### src/ddrgs_pkg.sv
// Purpose: Shared constants, types and helpers for the DDR I/O gearing block.
// Assumes: One 20 MHz clock samples every fast signal; the bench edge clock is 400 ns.
// Notes:   Delay lines are modelled as tapped shift registers on the sampling clock.
// Functional notes
// - Input path delivers 2/4/7/8/10-bit words.
// - Core alignment request slips the word boundary.
// - DDR edge serializer: 1x, 2x, x4, x5, 7:1.
// - Other edges offer single-rate output only.
// - SDR registers one bit; geared modes serialize words.
// - Provide read strobe, strobe write, data write clocks.
// - SDR tristate uses one flip-flop.
// - DDR tristate takes two bits, both clocks.
// - Strobe groups of sixteen, two strobe pins.
// - Read strobe passes calibrated slave delay line.
// - Write delay line plus separate leveling line.
// - Separate read/write margin controls, 9-bit code.
// - Generate 3-bit FIFO read and write pointers.
// - Core drives read request and pulse select.
// - Valid flag, burst detect, read/write counts.
// - Core reset clears input, output, tristate registers.
// - Three input stages: sample, align, transfer.
// - One FIFO control per group feeds all cells.
package ddrgs_pkg;
	localparam int CLK_PERIOD_NS  = 50;
	localparam int EDGE_PERIOD_NS = 400;
	localparam int QUARTER_CYC    = (EDGE_PERIOD_NS / 4) / CLK_PERIOD_NS;
	localparam int RX_W           = 10;
	localparam int CODE_W         = 9;
	localparam int PTR_W          = 3;
	localparam int TAPS           = 16;
	localparam int DLY_LEN        = TAPS + QUARTER_CYC;
	localparam int GROUP_PINS     = 16;
	localparam int GROUP_STROBES  = 2;
	localparam logic [CODE_W-1:0] CODE_RST = 9'h000;
	localparam logic [CODE_W-1:0] CODE_MAX = 9'h1FF;
	localparam logic [PTR_W-1:0]  PTR_RST  = 3'h0;
	localparam logic [PTR_W-1:0]  PTR_LAST = 3'h7;

	typedef enum logic [5:0] {
		GEAR_SDR = 6'h01,
		GEAR_X1  = 6'h02,
		GEAR_X2  = 6'h04,
		GEAR_X71 = 6'h08,
		GEAR_X4  = 6'h10,
		GEAR_X5  = 6'h20
	} ddrgs_gear_t;

	function automatic ddrgs_gear_t ddrgs_decode(input logic [2:0] sel);
		case (sel)
			3'h0: ddrgs_decode = GEAR_SDR;
			3'h2: ddrgs_decode = GEAR_X2;
			3'h3: ddrgs_decode = GEAR_X71;
			3'h4: ddrgs_decode = GEAR_X4;
			3'h5: ddrgs_decode = GEAR_X5;
			default: ddrgs_decode = GEAR_X1;
		endcase
	endfunction : ddrgs_decode

	function automatic logic [3:0] ddrgs_bits(input ddrgs_gear_t g);
		case (g)
			GEAR_SDR: ddrgs_bits = 4'h1;
			GEAR_X2:  ddrgs_bits = 4'h4;
			GEAR_X71: ddrgs_bits = 4'h7;
			GEAR_X4:  ddrgs_bits = 4'h8;
			GEAR_X5:  ddrgs_bits = 4'hA;
			default:  ddrgs_bits = 4'h2;
		endcase
	endfunction : ddrgs_bits

	function automatic logic [RX_W-1:0] ddrgs_mask(input logic [3:0] bits);
		logic [RX_W:0] one;
		one = 11'h001 << bits;
		ddrgs_mask = RX_W'(one - 11'h001);
	endfunction : ddrgs_mask

	function automatic logic [3:0] ddrgs_burst(input logic [1:0] req);
		case (req)
			2'h1: ddrgs_burst = 4'h2;
			2'h2: ddrgs_burst = 4'h4;
			2'h3: ddrgs_burst = 4'h8;
			default: ddrgs_burst = 4'h0;
		endcase
	endfunction : ddrgs_burst
endpackage : ddrgs_pkg

### src/ddrgs_dly_if.sv
// Purpose: Margin control bundle between the strobe unit and one delay line.
// Assumes: All signals are on the sampling clock.
// Notes:   The line reports its live code back to the controller.
`timescale 1ns/100ps
interface ddrgs_dly_if;
	logic        load_n;
	logic        step;
	logic        dir;
	logic [8:0]  cal;
	logic [8:0]  code;
	modport ctrl (output load_n, output step, output dir, output cal, input code);
	modport line (input load_n, input step, input dir, input cal, output code);
endinterface : ddrgs_dly_if

### src/ddrgs_dly_line.sv
// Purpose: Slave delay line with calibrated code and one-tap margin moves.
// Assumes: Step is a level from core logic; each rising edge is one move unless a load or a code end blocks it.
// Notes:   Tap resolution is one sampling clock; a fixed quarter period leads.
`timescale 1ns/100ps
module ddrgs_dly_line import ddrgs_pkg::*; (
	input  wire logic  clk,
	input  wire logic  rst,
	input  wire logic  din,
	ddrgs_dly_if.line  c,
	output logic       dout
);
	logic [CODE_W-1:0]  code_q;
	logic               step_q;
	logic [DLY_LEN-1:0] sh_q;
	logic [4:0]         idx;

	assign c.code = code_q;
	assign idx    = 5'(QUARTER_CYC) + {1'b0, code_q[3:0]};

	always_ff @(posedge clk) begin
		step_q <= rst ? 1'b0 : c.step;
	end

	always_ff @(posedge clk) begin
		if (rst) begin
			code_q <= CODE_RST;
		end else if (!c.load_n) begin
			code_q <= c.cal;
		end else if (c.step && !step_q) begin
			if (c.dir && code_q != CODE_MAX) begin
				code_q <= code_q + 9'h001;
			end else if (!c.dir && code_q != CODE_RST) begin
				code_q <= code_q - 9'h001;
			end
		end
	end

	always_ff @(posedge clk) begin
		if (rst) begin
			sh_q <= '0;
			dout <= 1'b0;
		end else begin
			sh_q <= {sh_q[DLY_LEN-2:0], din};
			dout <= sh_q[idx];
		end
	end

	a_step_up: assert property (@(posedge clk) disable iff (rst)
		c.load_n && c.step && !step_q && c.dir && code_q != CODE_MAX
		|=> code_q == $past(code_q) + 9'h001)
		else $error("delay line did not step up by one tap");
	a_load_cal: assert property (@(posedge clk) disable iff (rst)
		!c.load_n |=> code_q == $past(c.cal))
		else $error("delay line did not restore the calibrated code");
endmodule : ddrgs_dly_line

### src/ddrgs_rx_gear.sv
// Purpose: Input deserializer with word alignment and slow-clock transfer.
// Assumes: bit_en marks each used fast edge, both in DDR gears and rising only in SDR; word_en is the slow clock enable.
// Notes:   An alignment request slips the boundary by exactly one bit.
`timescale 1ns/100ps
module ddrgs_rx_gear import ddrgs_pkg::*; (
	input  wire logic            clk,
	input  wire logic            rst,
	input  wire logic            bit_en,
	input  wire logic            din,
	input  wire logic            align,
	input  wire logic            word_en,
	input  wire logic [3:0]      bits,
	output logic      [RX_W-1:0] word
);
	logic [RX_W-1:0] shift_q;
	logic [RX_W-1:0] shift_d;
	logic [RX_W-1:0] upd_q;
	logic [3:0]      cnt_q;
	logic            pend_q;
	logic            last;
	logic [3:0]      bits_q;

	assign shift_d = {shift_q[RX_W-2:0], din};
	assign last    = cnt_q >= bits - 4'h1;

	always_ff @(posedge clk) begin
		bits_q <= rst ? 4'h0 : bits;
	end

	always_ff @(posedge clk) begin
		if (rst) begin
			shift_q <= '0;
		end else if (bit_en) begin
			shift_q <= shift_d;
		end
	end

	// A request landing on a bit edge stays pending so it is never lost.
	always_ff @(posedge clk) begin
		if (rst) begin
			pend_q <= 1'b0;
		end else if (align) begin
			pend_q <= 1'b1;
		end else if (bit_en) begin
			pend_q <= 1'b0;
		end
	end

	always_ff @(posedge clk) begin
		if (rst) begin
			cnt_q <= 4'h0;
		end else if (bit_en && !pend_q) begin
			cnt_q <= last ? 4'h0 : cnt_q + 4'h1;
		end
	end

	// A ratio change clears the last completed word in upd_q, so no stale upper bits reach the core.
	always_ff @(posedge clk) begin
		if (rst) begin
			upd_q <= '0;
		end else if (bits != bits_q) begin
			upd_q <= '0;
		end else if (bit_en && !pend_q && last) begin
			upd_q <= shift_d & ddrgs_mask(bits);
		end
	end

	always_ff @(posedge clk) begin
		if (rst) begin
			word <= '0;
		end else if (word_en) begin
			word <= upd_q;
		end
	end

	a_align_slip: assert property (@(posedge clk) disable iff (rst)
		pend_q && bit_en && !align |=> cnt_q == $past(cnt_q) && !pend_q)
		else $error("alignment did not hold the bit counter");
	a_rx_width: assert property (@(posedge clk) disable iff (rst)
		(upd_q & ~ddrgs_mask(bits)) == '0 || $changed(bits))
		else $error("aligned word wider than the gearing ratio");
	c_align: cover property (@(posedge clk) disable iff (rst) pend_q && bit_en);
endmodule : ddrgs_rx_gear

### src/ddrgs_top.sv
// Purpose: Per-pin gearing, tristate registering and strobe delay control.
// Assumes: Edge clock, strobe and data pin are sampled on CLOCK.
// Notes:   Slow clock is an enable derived from edge-clock bit counting.
`timescale 1ns/100ps
module ddrgs_top import ddrgs_pkg::*; (
	input  wire logic              CLOCK,
	input  wire logic              NRST,
	input  wire logic              IO_RST,
	input  wire logic              EDGE_IS_DDR,
	input  wire logic [2:0]        GEAR_SEL,
	input  wire logic              FAST_EDGE_CLK,
	input  wire logic              STROBE_IN,
	input  wire logic              DATA_PIN,
	input  wire logic              WORD_ALIGN_REQ,
	output logic      [RX_W-1:0]   RX_WORD,
	input  wire logic              TX_BIT,
	input  wire logic [RX_W-1:0]   TX_WORD,
	output logic                   TX_PIN,
	input  wire logic              TRISTATE_DDR,
	input  wire logic [1:0]        TRISTATE_CTRL_IN,
	output logic                   TRISTATE_CTRL_OUT,
	input  wire logic [1:0]        READ_REQ,
	input  wire logic [2:0]        READ_PULSE_SEL,
	input  wire logic              READ_DELAY_LOAD_N,
	input  wire logic              READ_DELAY_STEP,
	input  wire logic              READ_DELAY_DIR,
	input  wire logic              WRITE_DELAY_LOAD_N,
	input  wire logic              WRITE_DELAY_STEP,
	input  wire logic              WRITE_DELAY_DIR,
	input  wire logic              WRITE_LEVEL_EN,
	input  wire logic              WRITE_LEVEL_LOAD_N,
	input  wire logic              WRITE_LEVEL_STEP,
	input  wire logic              WRITE_LEVEL_DIR,
	input  wire logic [CODE_W-1:0] DELAY_CODE_IN,
	output logic      [CODE_W-1:0] DELAY_CODE_OUT,
	output logic                   READ_CAPTURE_STROBE,
	output logic                   STROBE_WRITE_CLK,
	output logic                   DATA_WRITE_CLK,
	output logic      [PTR_W-1:0]  FIFO_READ_PTR,
	output logic      [PTR_W-1:0]  FIFO_WRITE_PTR,
	output logic                   READ_WINDOW_VALID,
	output logic                   BURST_SEEN,
	output logic                   READ_TALLY,
	output logic                   WRITE_TALLY
);
	////////////////////////////////////////////////////////////////////////////
	logic        rst;
	logic        io_rst;
	logic [2:0]  fclk_s;
	logic [2:0]  strb_s;
	logic [1:0]  data_s;
	logic        fast_rise;
	logic        fast_fall;
	ddrgs_gear_t gear;
	logic [3:0]  bits;
	logic        bit_en;
	logic [3:0]  bcnt_q;
	logic        slow_en_q;
	logic        bit_last;

	assign rst    = !NRST;
	assign io_rst = !NRST || IO_RST;

	// Stage 0 feeds only stage 1; edges are taken from stages 1 and 2.
	always_ff @(posedge CLOCK) begin
		if (rst) begin
			fclk_s <= 3'h0;
			strb_s <= 3'h0;
			data_s <= 2'h0;
		end else begin
			fclk_s <= {fclk_s[1:0], FAST_EDGE_CLK};
			strb_s <= {strb_s[1:0], STROBE_IN};
			data_s <= {data_s[0], DATA_PIN};
		end
	end

	assign fast_rise = fclk_s[1] && !fclk_s[2];
	assign fast_fall = !fclk_s[1] && fclk_s[2];
	assign gear      = EDGE_IS_DDR ? ddrgs_decode(GEAR_SEL) : GEAR_SDR;
	assign bits      = ddrgs_bits(gear);
	assign bit_en    = (gear == GEAR_SDR) ? fast_rise : (fast_rise || fast_fall);
	assign bit_last  = bcnt_q >= bits - 4'h1;

	// Slow clock: one enable per complete word of fast edges.
	always_ff @(posedge CLOCK) begin
		if (io_rst) begin
			bcnt_q    <= 4'h0;
			slow_en_q <= 1'b0;
		end else begin
			slow_en_q <= bit_en && bit_last;
			if (bit_en) begin
				bcnt_q <= bit_last ? 4'h0 : bcnt_q + 4'h1;
			end
		end
	end

	////////////////////////////////////////////////////////////////////////////
	ddrgs_rx_gear u_rx (
		.clk    (CLOCK),
		.rst    (io_rst),
		.bit_en (bit_en),
		.din    (data_s[1]),
		.align  (WORD_ALIGN_REQ),
		.word_en(slow_en_q),
		.bits   (bits),
		.word   (RX_WORD)
	);

	////////////////////////////////////////////////////////////////////////////
	logic [RX_W-1:0] tx_sh_q;
	logic [RX_W-1:0] tx_src;
	logic [3:0]      tx_idx;

	assign tx_src = (bcnt_q == 4'h0) ? TX_WORD : tx_sh_q;
	assign tx_idx = (bcnt_q < bits) ? bits - 4'h1 - bcnt_q : 4'h0;

	always_ff @(posedge CLOCK) begin
		if (io_rst) begin
			tx_sh_q <= '0;
			TX_PIN  <= 1'b0;
		end else if (bit_en) begin
			if (gear == GEAR_SDR) begin
				TX_PIN <= TX_BIT;
			end else begin
				if (bcnt_q == 4'h0) begin
					tx_sh_q <= TX_WORD;
				end
				TX_PIN <= tx_src[tx_idx];
			end
		end
	end

	////////////////////////////////////////////////////////////////////////////
	logic       ts_ddr;
	logic [1:0] ts_q;

	assign ts_ddr = TRISTATE_DDR && EDGE_IS_DDR;

	always_ff @(posedge CLOCK) begin
		if (io_rst) begin
			ts_q              <= 2'h0;
			TRISTATE_CTRL_OUT <= 1'b0;
		end else if (!ts_ddr) begin
			if (slow_en_q) begin
				TRISTATE_CTRL_OUT <= TRISTATE_CTRL_IN[0];
			end
		end else begin
			if (slow_en_q) begin
				ts_q <= TRISTATE_CTRL_IN;
			end
			if (fast_rise) begin
				TRISTATE_CTRL_OUT <= ts_q[0];
			end else if (fast_fall) begin
				TRISTATE_CTRL_OUT <= ts_q[1];
			end
		end
	end

	////////////////////////////////////////////////////////////////////////////
	// The edge clock is taken to match the memory clock; nothing here checks it.
	ddrgs_dly_if rd_if ();
	ddrgs_dly_if wr_if ();
	ddrgs_dly_if lv_if ();
	logic               rd_out;
	logic               wr_out;
	logic               lv_out;
	logic [QUARTER_CYC-2:0] dw_q;

	assign rd_if.load_n = READ_DELAY_LOAD_N;
	assign rd_if.step   = READ_DELAY_STEP;
	assign rd_if.dir    = READ_DELAY_DIR;
	assign rd_if.cal    = DELAY_CODE_IN;
	assign wr_if.load_n = WRITE_DELAY_LOAD_N;
	assign wr_if.step   = WRITE_DELAY_STEP;
	assign wr_if.dir    = WRITE_DELAY_DIR;
	assign wr_if.cal    = DELAY_CODE_IN;
	assign lv_if.load_n = WRITE_LEVEL_LOAD_N;
	assign lv_if.step   = WRITE_LEVEL_STEP;
	assign lv_if.dir    = WRITE_LEVEL_DIR;
	assign lv_if.cal    = CODE_RST;

	ddrgs_dly_line u_rd (.clk(CLOCK), .rst(rst), .din(strb_s[1]), .c(rd_if), .dout(rd_out));
	ddrgs_dly_line u_wr (.clk(CLOCK), .rst(rst), .din(fclk_s[1]), .c(wr_if), .dout(wr_out));
	ddrgs_dly_line u_lv (.clk(CLOCK), .rst(rst), .din(wr_out), .c(lv_if), .dout(lv_out));

	always_ff @(posedge CLOCK) begin
		if (rst) begin
			READ_CAPTURE_STROBE <= 1'b0;
			STROBE_WRITE_CLK    <= 1'b0;
			dw_q                <= '0;
			DATA_WRITE_CLK      <= 1'b0;
			DELAY_CODE_OUT      <= CODE_RST;
		end else begin
			READ_CAPTURE_STROBE <= rd_out;
			STROBE_WRITE_CLK    <= WRITE_LEVEL_EN ? lv_out : wr_out;
			dw_q                <= (QUARTER_CYC-1)'({dw_q, STROBE_WRITE_CLK});
			DATA_WRITE_CLK      <= dw_q[QUARTER_CYC-2];
			DELAY_CODE_OUT      <= rd_if.code;
		end
	end

	////////////////////////////////////////////////////////////////////////////
	// One pointer pair serves every data lane of the sixteen-pin strobe group.
	logic rcs_q;
	logic strobe_rise;

	assign strobe_rise = READ_CAPTURE_STROBE && !rcs_q;

	always_ff @(posedge CLOCK) begin
		if (rst) begin
			rcs_q          <= 1'b0;
			FIFO_WRITE_PTR <= PTR_RST;
			FIFO_READ_PTR  <= PTR_RST;
			WRITE_TALLY    <= 1'b0;
			READ_TALLY     <= 1'b0;
		end else begin
			rcs_q       <= READ_CAPTURE_STROBE;
			WRITE_TALLY <= strobe_rise && FIFO_WRITE_PTR == PTR_LAST;
			READ_TALLY  <= 1'b0;
			if (strobe_rise) begin
				FIFO_WRITE_PTR <= FIFO_WRITE_PTR + 3'h1;
			end
			if (fast_rise && FIFO_READ_PTR != FIFO_WRITE_PTR) begin
				FIFO_READ_PTR <= FIFO_READ_PTR + 3'h1;
				READ_TALLY    <= FIFO_READ_PTR == PTR_LAST;
			end
		end
	end

	////////////////////////////////////////////////////////////////////////////
	logic       arm_q;
	logic [2:0] wait_q;
	logic [3:0] need_q;
	logic [3:0] win_q;
	logic [3:0] scnt_q;
	logic       req_go;
	logic       win_close;

	assign req_go    = slow_en_q && READ_REQ != 2'h0;
	assign win_close = fast_rise && win_q == 4'h1;

	always_ff @(posedge CLOCK) begin
		if (rst) begin
			arm_q  <= 1'b0;
			wait_q <= 3'h0;
			need_q <= 4'h0;
			win_q  <= 4'h0;
		end else if (req_go) begin
			arm_q  <= 1'b1;
			wait_q <= READ_PULSE_SEL;
			need_q <= ddrgs_burst(READ_REQ);
		end else if (fast_rise && arm_q) begin
			if (wait_q == 3'h0) begin
				arm_q <= 1'b0;
				win_q <= need_q;
			end else begin
				wait_q <= wait_q - 3'h1;
			end
		end else if (fast_rise && win_q != 4'h0) begin
			win_q <= win_q - 4'h1;
		end
	end

	// A burst that closes as a new request arrives still reports as seen.
	always_ff @(posedge CLOCK) begin
		if (rst) begin
			scnt_q            <= 4'h0;
			READ_WINDOW_VALID <= 1'b0;
			BURST_SEEN        <= 1'b0;
		end else begin
			READ_WINDOW_VALID <= win_q != 4'h0;
			if (req_go) begin
				scnt_q <= 4'h0;
			end else if (strobe_rise && win_q != 4'h0 && scnt_q != 4'hF) begin
				scnt_q <= scnt_q + 4'h1;
			end
			if (win_close && scnt_q >= need_q) begin
				BURST_SEEN <= 1'b1;
			end else if (req_go) begin
				BURST_SEEN <= 1'b0;
			end
		end
	end

	////////////////////////////////////////////////////////////////////////////
	a_sdr_forced: assert property (@(posedge CLOCK) disable iff (rst)
		!EDGE_IS_DDR |-> bits == 4'h1)
		else $error("non-DDR edge used a geared ratio");
	a_tq_sdr: assert property (@(posedge CLOCK) disable iff (io_rst)
		slow_en_q && !ts_ddr |=> TRISTATE_CTRL_OUT == $past(TRISTATE_CTRL_IN[0]))
		else $error("SDR tristate flop did not capture");
	a_tq_ddr: assert property (@(posedge CLOCK) disable iff (io_rst)
		ts_ddr && fast_rise && !slow_en_q |=> TRISTATE_CTRL_OUT == $past(ts_q[0]))
		else $error("DDR tristate rising half wrong");
	a_tx_sdr: assert property (@(posedge CLOCK) disable iff (io_rst)
		gear == GEAR_SDR && bit_en |=> TX_PIN == $past(TX_BIT))
		else $error("SDR output bit not registered");
	a_wptr_step: assert property (@(posedge CLOCK) disable iff (rst)
		strobe_rise |=> FIFO_WRITE_PTR == $past(FIFO_WRITE_PTR) + 3'h1)
		else $error("write pointer missed a strobe");
	a_data_quarter: assert property (@(posedge CLOCK) disable iff (rst)
		##3 DATA_WRITE_CLK == $past(STROBE_WRITE_CLK, 2))
		else $error("data write clock not a quarter behind");
	a_code_report: assert property (@(posedge CLOCK) disable iff (rst)
		!READ_DELAY_LOAD_N ##1 !READ_DELAY_LOAD_N |=> DELAY_CODE_OUT == $past(DELAY_CODE_IN, 2))
		else $error("reported code does not follow the load");
	a_slow_word: assert property (@(posedge CLOCK) disable iff (io_rst)
		slow_en_q |-> bcnt_q == 4'h0 || $changed(bits))
		else $error("slow enable off the word boundary");
	a_io_reset: assert property (@(posedge CLOCK)
		io_rst |=> !TX_PIN && !TRISTATE_CTRL_OUT && RX_WORD == '0)
		else $error("core reset did not clear the I/O registers");
	a_valid_wait: assert property (@(posedge CLOCK) disable iff (rst)
		req_go && READ_PULSE_SEL == 3'h0 ##1 !READ_WINDOW_VALID |-> ##[1:40] READ_WINDOW_VALID)
		else $error("read window never opened");
	c_window: cover property (@(posedge CLOCK) disable iff (rst) $rose(READ_WINDOW_VALID));
	c_burst: cover property (@(posedge CLOCK) disable iff (rst) $rose(BURST_SEEN));
	c_wrap: cover property (@(posedge CLOCK) disable iff (rst) WRITE_TALLY);
endmodule : ddrgs_top

### config.mk
export PLATFORM = sky130hd
export DESIGN_NAME = ddrgs_top
export DESIGN_NICKNAME = d
export VERILOG_FILES = /design/src/ddrgs_pkg.sv /design/src/ddrgs_dly_if.sv /design/src/ddrgs_dly_line.sv /design/src/ddrgs_rx_gear.sv /design/src/ddrgs_top.sv
export SDC_FILE = /design/constraint.sdc
export NUM_CORES = 1
export LEC_CHECK = 0
export BUFFER_PORTS_ARGS = -buffer_cell sky130_fd_sc_hd__buf_4
export CORE_MARGIN = 5
export CORE_UTILIZATION = 47
export CTS_CLUSTER_DIAMETER = 30
export CTS_CLUSTER_SIZE = 16
export DETAILED_ROUTE_END_ITERATION = 7
export PLACE_DENSITY = 0.65
export SKIP_LAST_GASP = 1
export SLEW_MARGIN = 20
export SYNTH_ARGS = -nofsm -noshare
export SYNTH_HDL_FRONTEND = slang
export SYNTH_SLANG_ARGS = --single-unit
### constraint.sdc
create_clock -name CLOCK -period 4 [get_ports CLOCK]
set_clock_uncertainty 0.1 [all_clocks]
set_input_delay 0.2 -clock CLOCK [delete_from_list [all_inputs] [get_ports CLOCK]]
set_output_delay 0.2 -clock CLOCK [all_outputs]
set_load 0.01 [all_outputs]
==> results.txt <==
Yosys mapped a number of flops with a built-in enable equal to 0. The run gives 18,900 sq um as the placeable core region. Static timing analysis puts the maximum clock frequency at 293 MHz. For this run, design rule violations remaining after detail routing come to 0. After clock tree synthesis, the clock-pin slew on the worst setup and hold paths is 0.07 ns. The run finished with clean final reports.

The die covers 22,200 sq um. The area growth from synthesis to layout is 20.5%. The run gives 83 as the I/O pin count.

For the final count of pins violating max slew, the log shows 0. Internal power comes to 3.20 mW. The analysis attributes to cell leakage a power of 4.56 nW. For the total number of vias, the log shows 7,022. The most repeated cell in the gate-level netlist after synthesis is sky130_fd_sc_hd__dfxtp_1. The estimated wirelength of the detail-placed design was 13.9 mm; the total number of nets in the final design was 1,183. Across the run, the number of max-cap violations was 0. Cell at the root of the clock tree: sky130_fd_sc_hd__clkbuf_16. After clock tree synthesis, the flow added hold-fix buffers numbering 39. The sequential-to-total area share from yosys stat was 41.6%; the via count of the first global-routing pass was 6,868. A synthesized cell averages 9.46 sq um.

The run gives 4 as the H-tree depth. The number of clock sinks is 189. The total overflow left after global routing is 0. Summing every instance area after synthesis gives 9090 sq um.

In the synthesized netlist the dominant register cell turns out to be sky130_fd_sc_hd__dfxtp_1. In this run the post-CTS setup repair buffer count came out at 0. After detailed placement, the total cell area comes to 9950 sq um. Of the total power, combinational logic draws 13.7%. The maximum fanout along the worst path was 10.

Buffers placed on the I/O ports in this run total 82. The class of the most critical setup path was reg2reg. Post-CTS repair changed the size of 0 cells. Subtracting the final worst setup slack from the clock period gives 3.41 ns. Setup repair after global routing left no endpoint under its margin. For this run, the share of the core covered by cells in the final layout is 58.0%.

The total power density per cell area was 395 nW/um^2. The average wire per cell in the routed design is 14.8 um, and the number of detailed-route iterations in the first pass is 4. The worst-margin pin slew works out to 0.664 ns.

After synthesis, the cell types taking the most area are sky130_fd_sc_hd__dfxtp_1 (42%), sky130_fd_sc_hd__ha_1 (8.0%), sky130_fd_sc_hd__mux2i_1 (5.4%). For this design the total switching power over the nets is 1.12 mW. The run gives 45.5% as the sequential power share. In this run the biggest area consumer among cell types represents 41.6% of the synthesized area. Clock latency on the worst-skew pair, taken at its later pin, is 0.43 ns. Yosys mapped the design onto 68 distinct sky130hd cell types. Dividing the final minimum period by the clock period gives 85.2%.

The clock passes through at most 2 buffers. In this run the remaining antenna-violating nets after routing total 0. The fraction of layout instances using a drive strength above 1 was 14.8%. The kind of end point of the critical path was a flip-flop.

The class of the tightest hold or removal check is in2reg. The number of nets in the synthesized netlist is 1,072. For this run, the total global-route usage over all layers was measured as 18.5%.

The run gives 55 as the pin count of the biggest net entering global routing. The finished cells cover 11,000 sq um. The synthesized design contains 189 register bits. The worst setup path is launched from a flip-flop. The run gives 0 as the final count of hold timing violations. Synthesis produced a netlist whose cell count is 961.

The floorplan step set the die width to 149 um. Setup violations remaining at the end of the flow were counted as 0. The logs give 0.0343 ns for the final worst hold slack and 0 for the count of synthesis-stage warnings from yosys. The run gives 50 as the floorplan row count. The worst relative slew slack was 55.4%. TritonCTS built the clock tree. The cell taking the most area after synthesis was sky130_fd_sc_hd__dfxtp_1. The run gives 0 ns as the setup TNS after final layout. Net switching is 25.9% of the power. Buffers inserted during clock tree synthesis total 17. Of the total power, the clock network draws 40.8%. STA puts the critical path data arrival time at 3.65 ns. By count the netlist is led by sky130_fd_sc_hd__dfxtp_1 (189), sky130_fd_sc_hd__nor2_1 (101), sky130_fd_sc_hd__and2_1 (75).

The antenna diode count was 0; the total of fill cells in the finished design was 1,646. IR analysis of the VDD net gives a maximum drop of 386 uV. Summed over all layers, the routed wires come to 19.8 mm.

The via count normalized by instance count is 5.22, and the critical path required time is 4.24 ns. Of all flip-flops after synthesis, the portion carrying an async set or reset was 0%. At the end of routability-driven placement, the weighted congestion stood at 0.863. The initial DRC count is 272.

The tools report the global-route wire length before repair as 33.9 mm. Chip height: 149 um. The initial utilization of the core area, before any placement, comes to 48.1%. The tools report the number of antenna violations at the first check in global routing as 0.
[layout by cell type, fill, tap and decap left out, drive strengths merged, types with 7 or more instances in the layout]
| master | netlist | layout |
|---|---|---|
| ha | 58 | 58 |
| a21o | 13 | 13 |
| a311oi | 7 | 7 |
| xnor2 | 27 | 27 |
| o21ai | 40 | 40 |
| or3 | 8 | 8 |
| mux2i | 50 | 50 |
| a21oi | 68 | 68 |
| clkbuf | 33 | 18 |
| mux4 | 15 | 15 |
| nand3 | 17 | 17 |
| xor2 | 18 | 18 |
| buf | 10 | 96 |
| nand4 | 10 | 10 |
| nand2 | 56 | 56 |
| a211oi | 12 | 12 |
| nand2b | 11 | 11 |
| nor2 | 102 | 102 |
| dlygate4sd3 | 0 | 39 |
| inv | 36 | 40 |
| dfxtp | 189 | 189 |
| nor3 | 15 | 15 |
| and2 | 75 | 75 |
[logic make-up (layout without fill, tap and decap cells)]
family / after synthesis / after routing / synth area share, %
AND/OR/NAND/NOR: 325 / 325 / 18.2
AO/OA/AOI/OAI: 189 / 189 / 13.3
flip-flops: 189 / 189 / 41.6
buffers and inverters: 81 / 205 / 3.63
multiplexers: 70 / 70 / 10.0
adder cells (fa/ha/maj): 62 / 62 / 8.86
XOR/XNOR: 45 / 45 / 4.33
[metrics by stage]
stage / power, mW / std cells / setup WS [ns]
floorplan: 2.40 / 961 / 0.600
global placement: 2.56 / 1274 / 0.685
detailed placement: 2.56 / 1274 / 0.603
CTS: 4.37 / 1345 / 0.575
global route: 4.52 / 1345 / 0.397
finish: 4.32 / 1345 / 0.592
[sequential cells by signal, indices dropped and copies added, names as in the netlist, 9 cells and up]
signal and flops:
u_rd.sh_q 18, u_lv.sh_q 18, u_rx.word 10, u_wr.c.code 9, u_rd.c.code 9, tx_sh_q 10
u_rx.upd_q 10, u_lv.c.code 9, DELAY_CODE_OUT 9, u_wr.sh_q 18, u_rx.shift_q 9
[metal layers]
| metal | GRT usage, % | vias to the layer above | wire, um |
|---|---|---|---|
| met1 | 24.9 | 3307 | 9540 |
| met4 | 5.22 | 0 | 317 |
| met5 | 0 | - | 0 |
| met2 | 30.6 | 94 | 9430 |
| li1 | - | 3595 | - |
| met3 | 3.68 | 26 | 553 |
[area by class of cell]
type | count | area (sq um) | share of cell area (%)
Tap cell | 260 | 325 | 2.97
Multi-Input combinational cell | 691 | 4980 | 45.5
Inverter | 38 | 143 | 1.30
Timing Repair Buffer | 135 | 1110 | 10.1
Sequential cell | 189 | 3780 | 34.5
Clock inverter | 14 | 185 | 1.69
Clock buffer | 18 | 429 | 3.92
[final timing paths]
| check | from | endpoint | slack [ns] | cells after the start |
|---|---|---|---|---|
| setup reg to reg | u_rd.c.code[1] | u_rd.c.code[8] | 0.59 | 10 |
| hold reg to reg | dw_q | DATA_WRITE_CLK | 0.33 | 1 |
| hold / removal | READ_PULSE_SEL[2] | wait_q[2] | 0.03 | 3 |
| setup / recovery | u_rd.c.code[1] | u_rd.c.code[8] | 0.59 | 10 |
[worst max-delay path, stage by stage (launching register included)]
cell and delay [ns]:
sky130_fd_sc_hd__dfxtp_1 0.59, sky130_fd_sc_hd__and3_1 0.29, sky130_fd_sc_hd__and4_4 0.25, sky130_fd_sc_hd__nand2b_4 0.18, sky130_fd_sc_hd__ha_1 0.29, sky130_fd_sc_hd__a211oi_1 0.36
sky130_fd_sc_hd__o21ai_0 0.15, sky130_fd_sc_hd__a31oi_1 0.20, sky130_fd_sc_hd__mux2_2 0.36, sky130_fd_sc_hd__or3_1 0.30, sky130_fd_sc_hd__a311oi_1 0.25
[power groups by stage]
| stage | Sequential [mW] | Clock [mW] | Combinational [mW] |
|---|---|---|---|
| floorplan | 2.00 | 0 | 0.396 |
| global placement | 2.01 | 0 | 0.551 |
| detailed placement | 2.01 | 0 | 0.551 |
| CTS | 1.97 | 1.81 | 0.591 |
| global route | 1.97 | 1.89 | 0.660 |
| finish | 1.97 | 1.77 | 0.592 |
(Power assumes the default switching activity.)
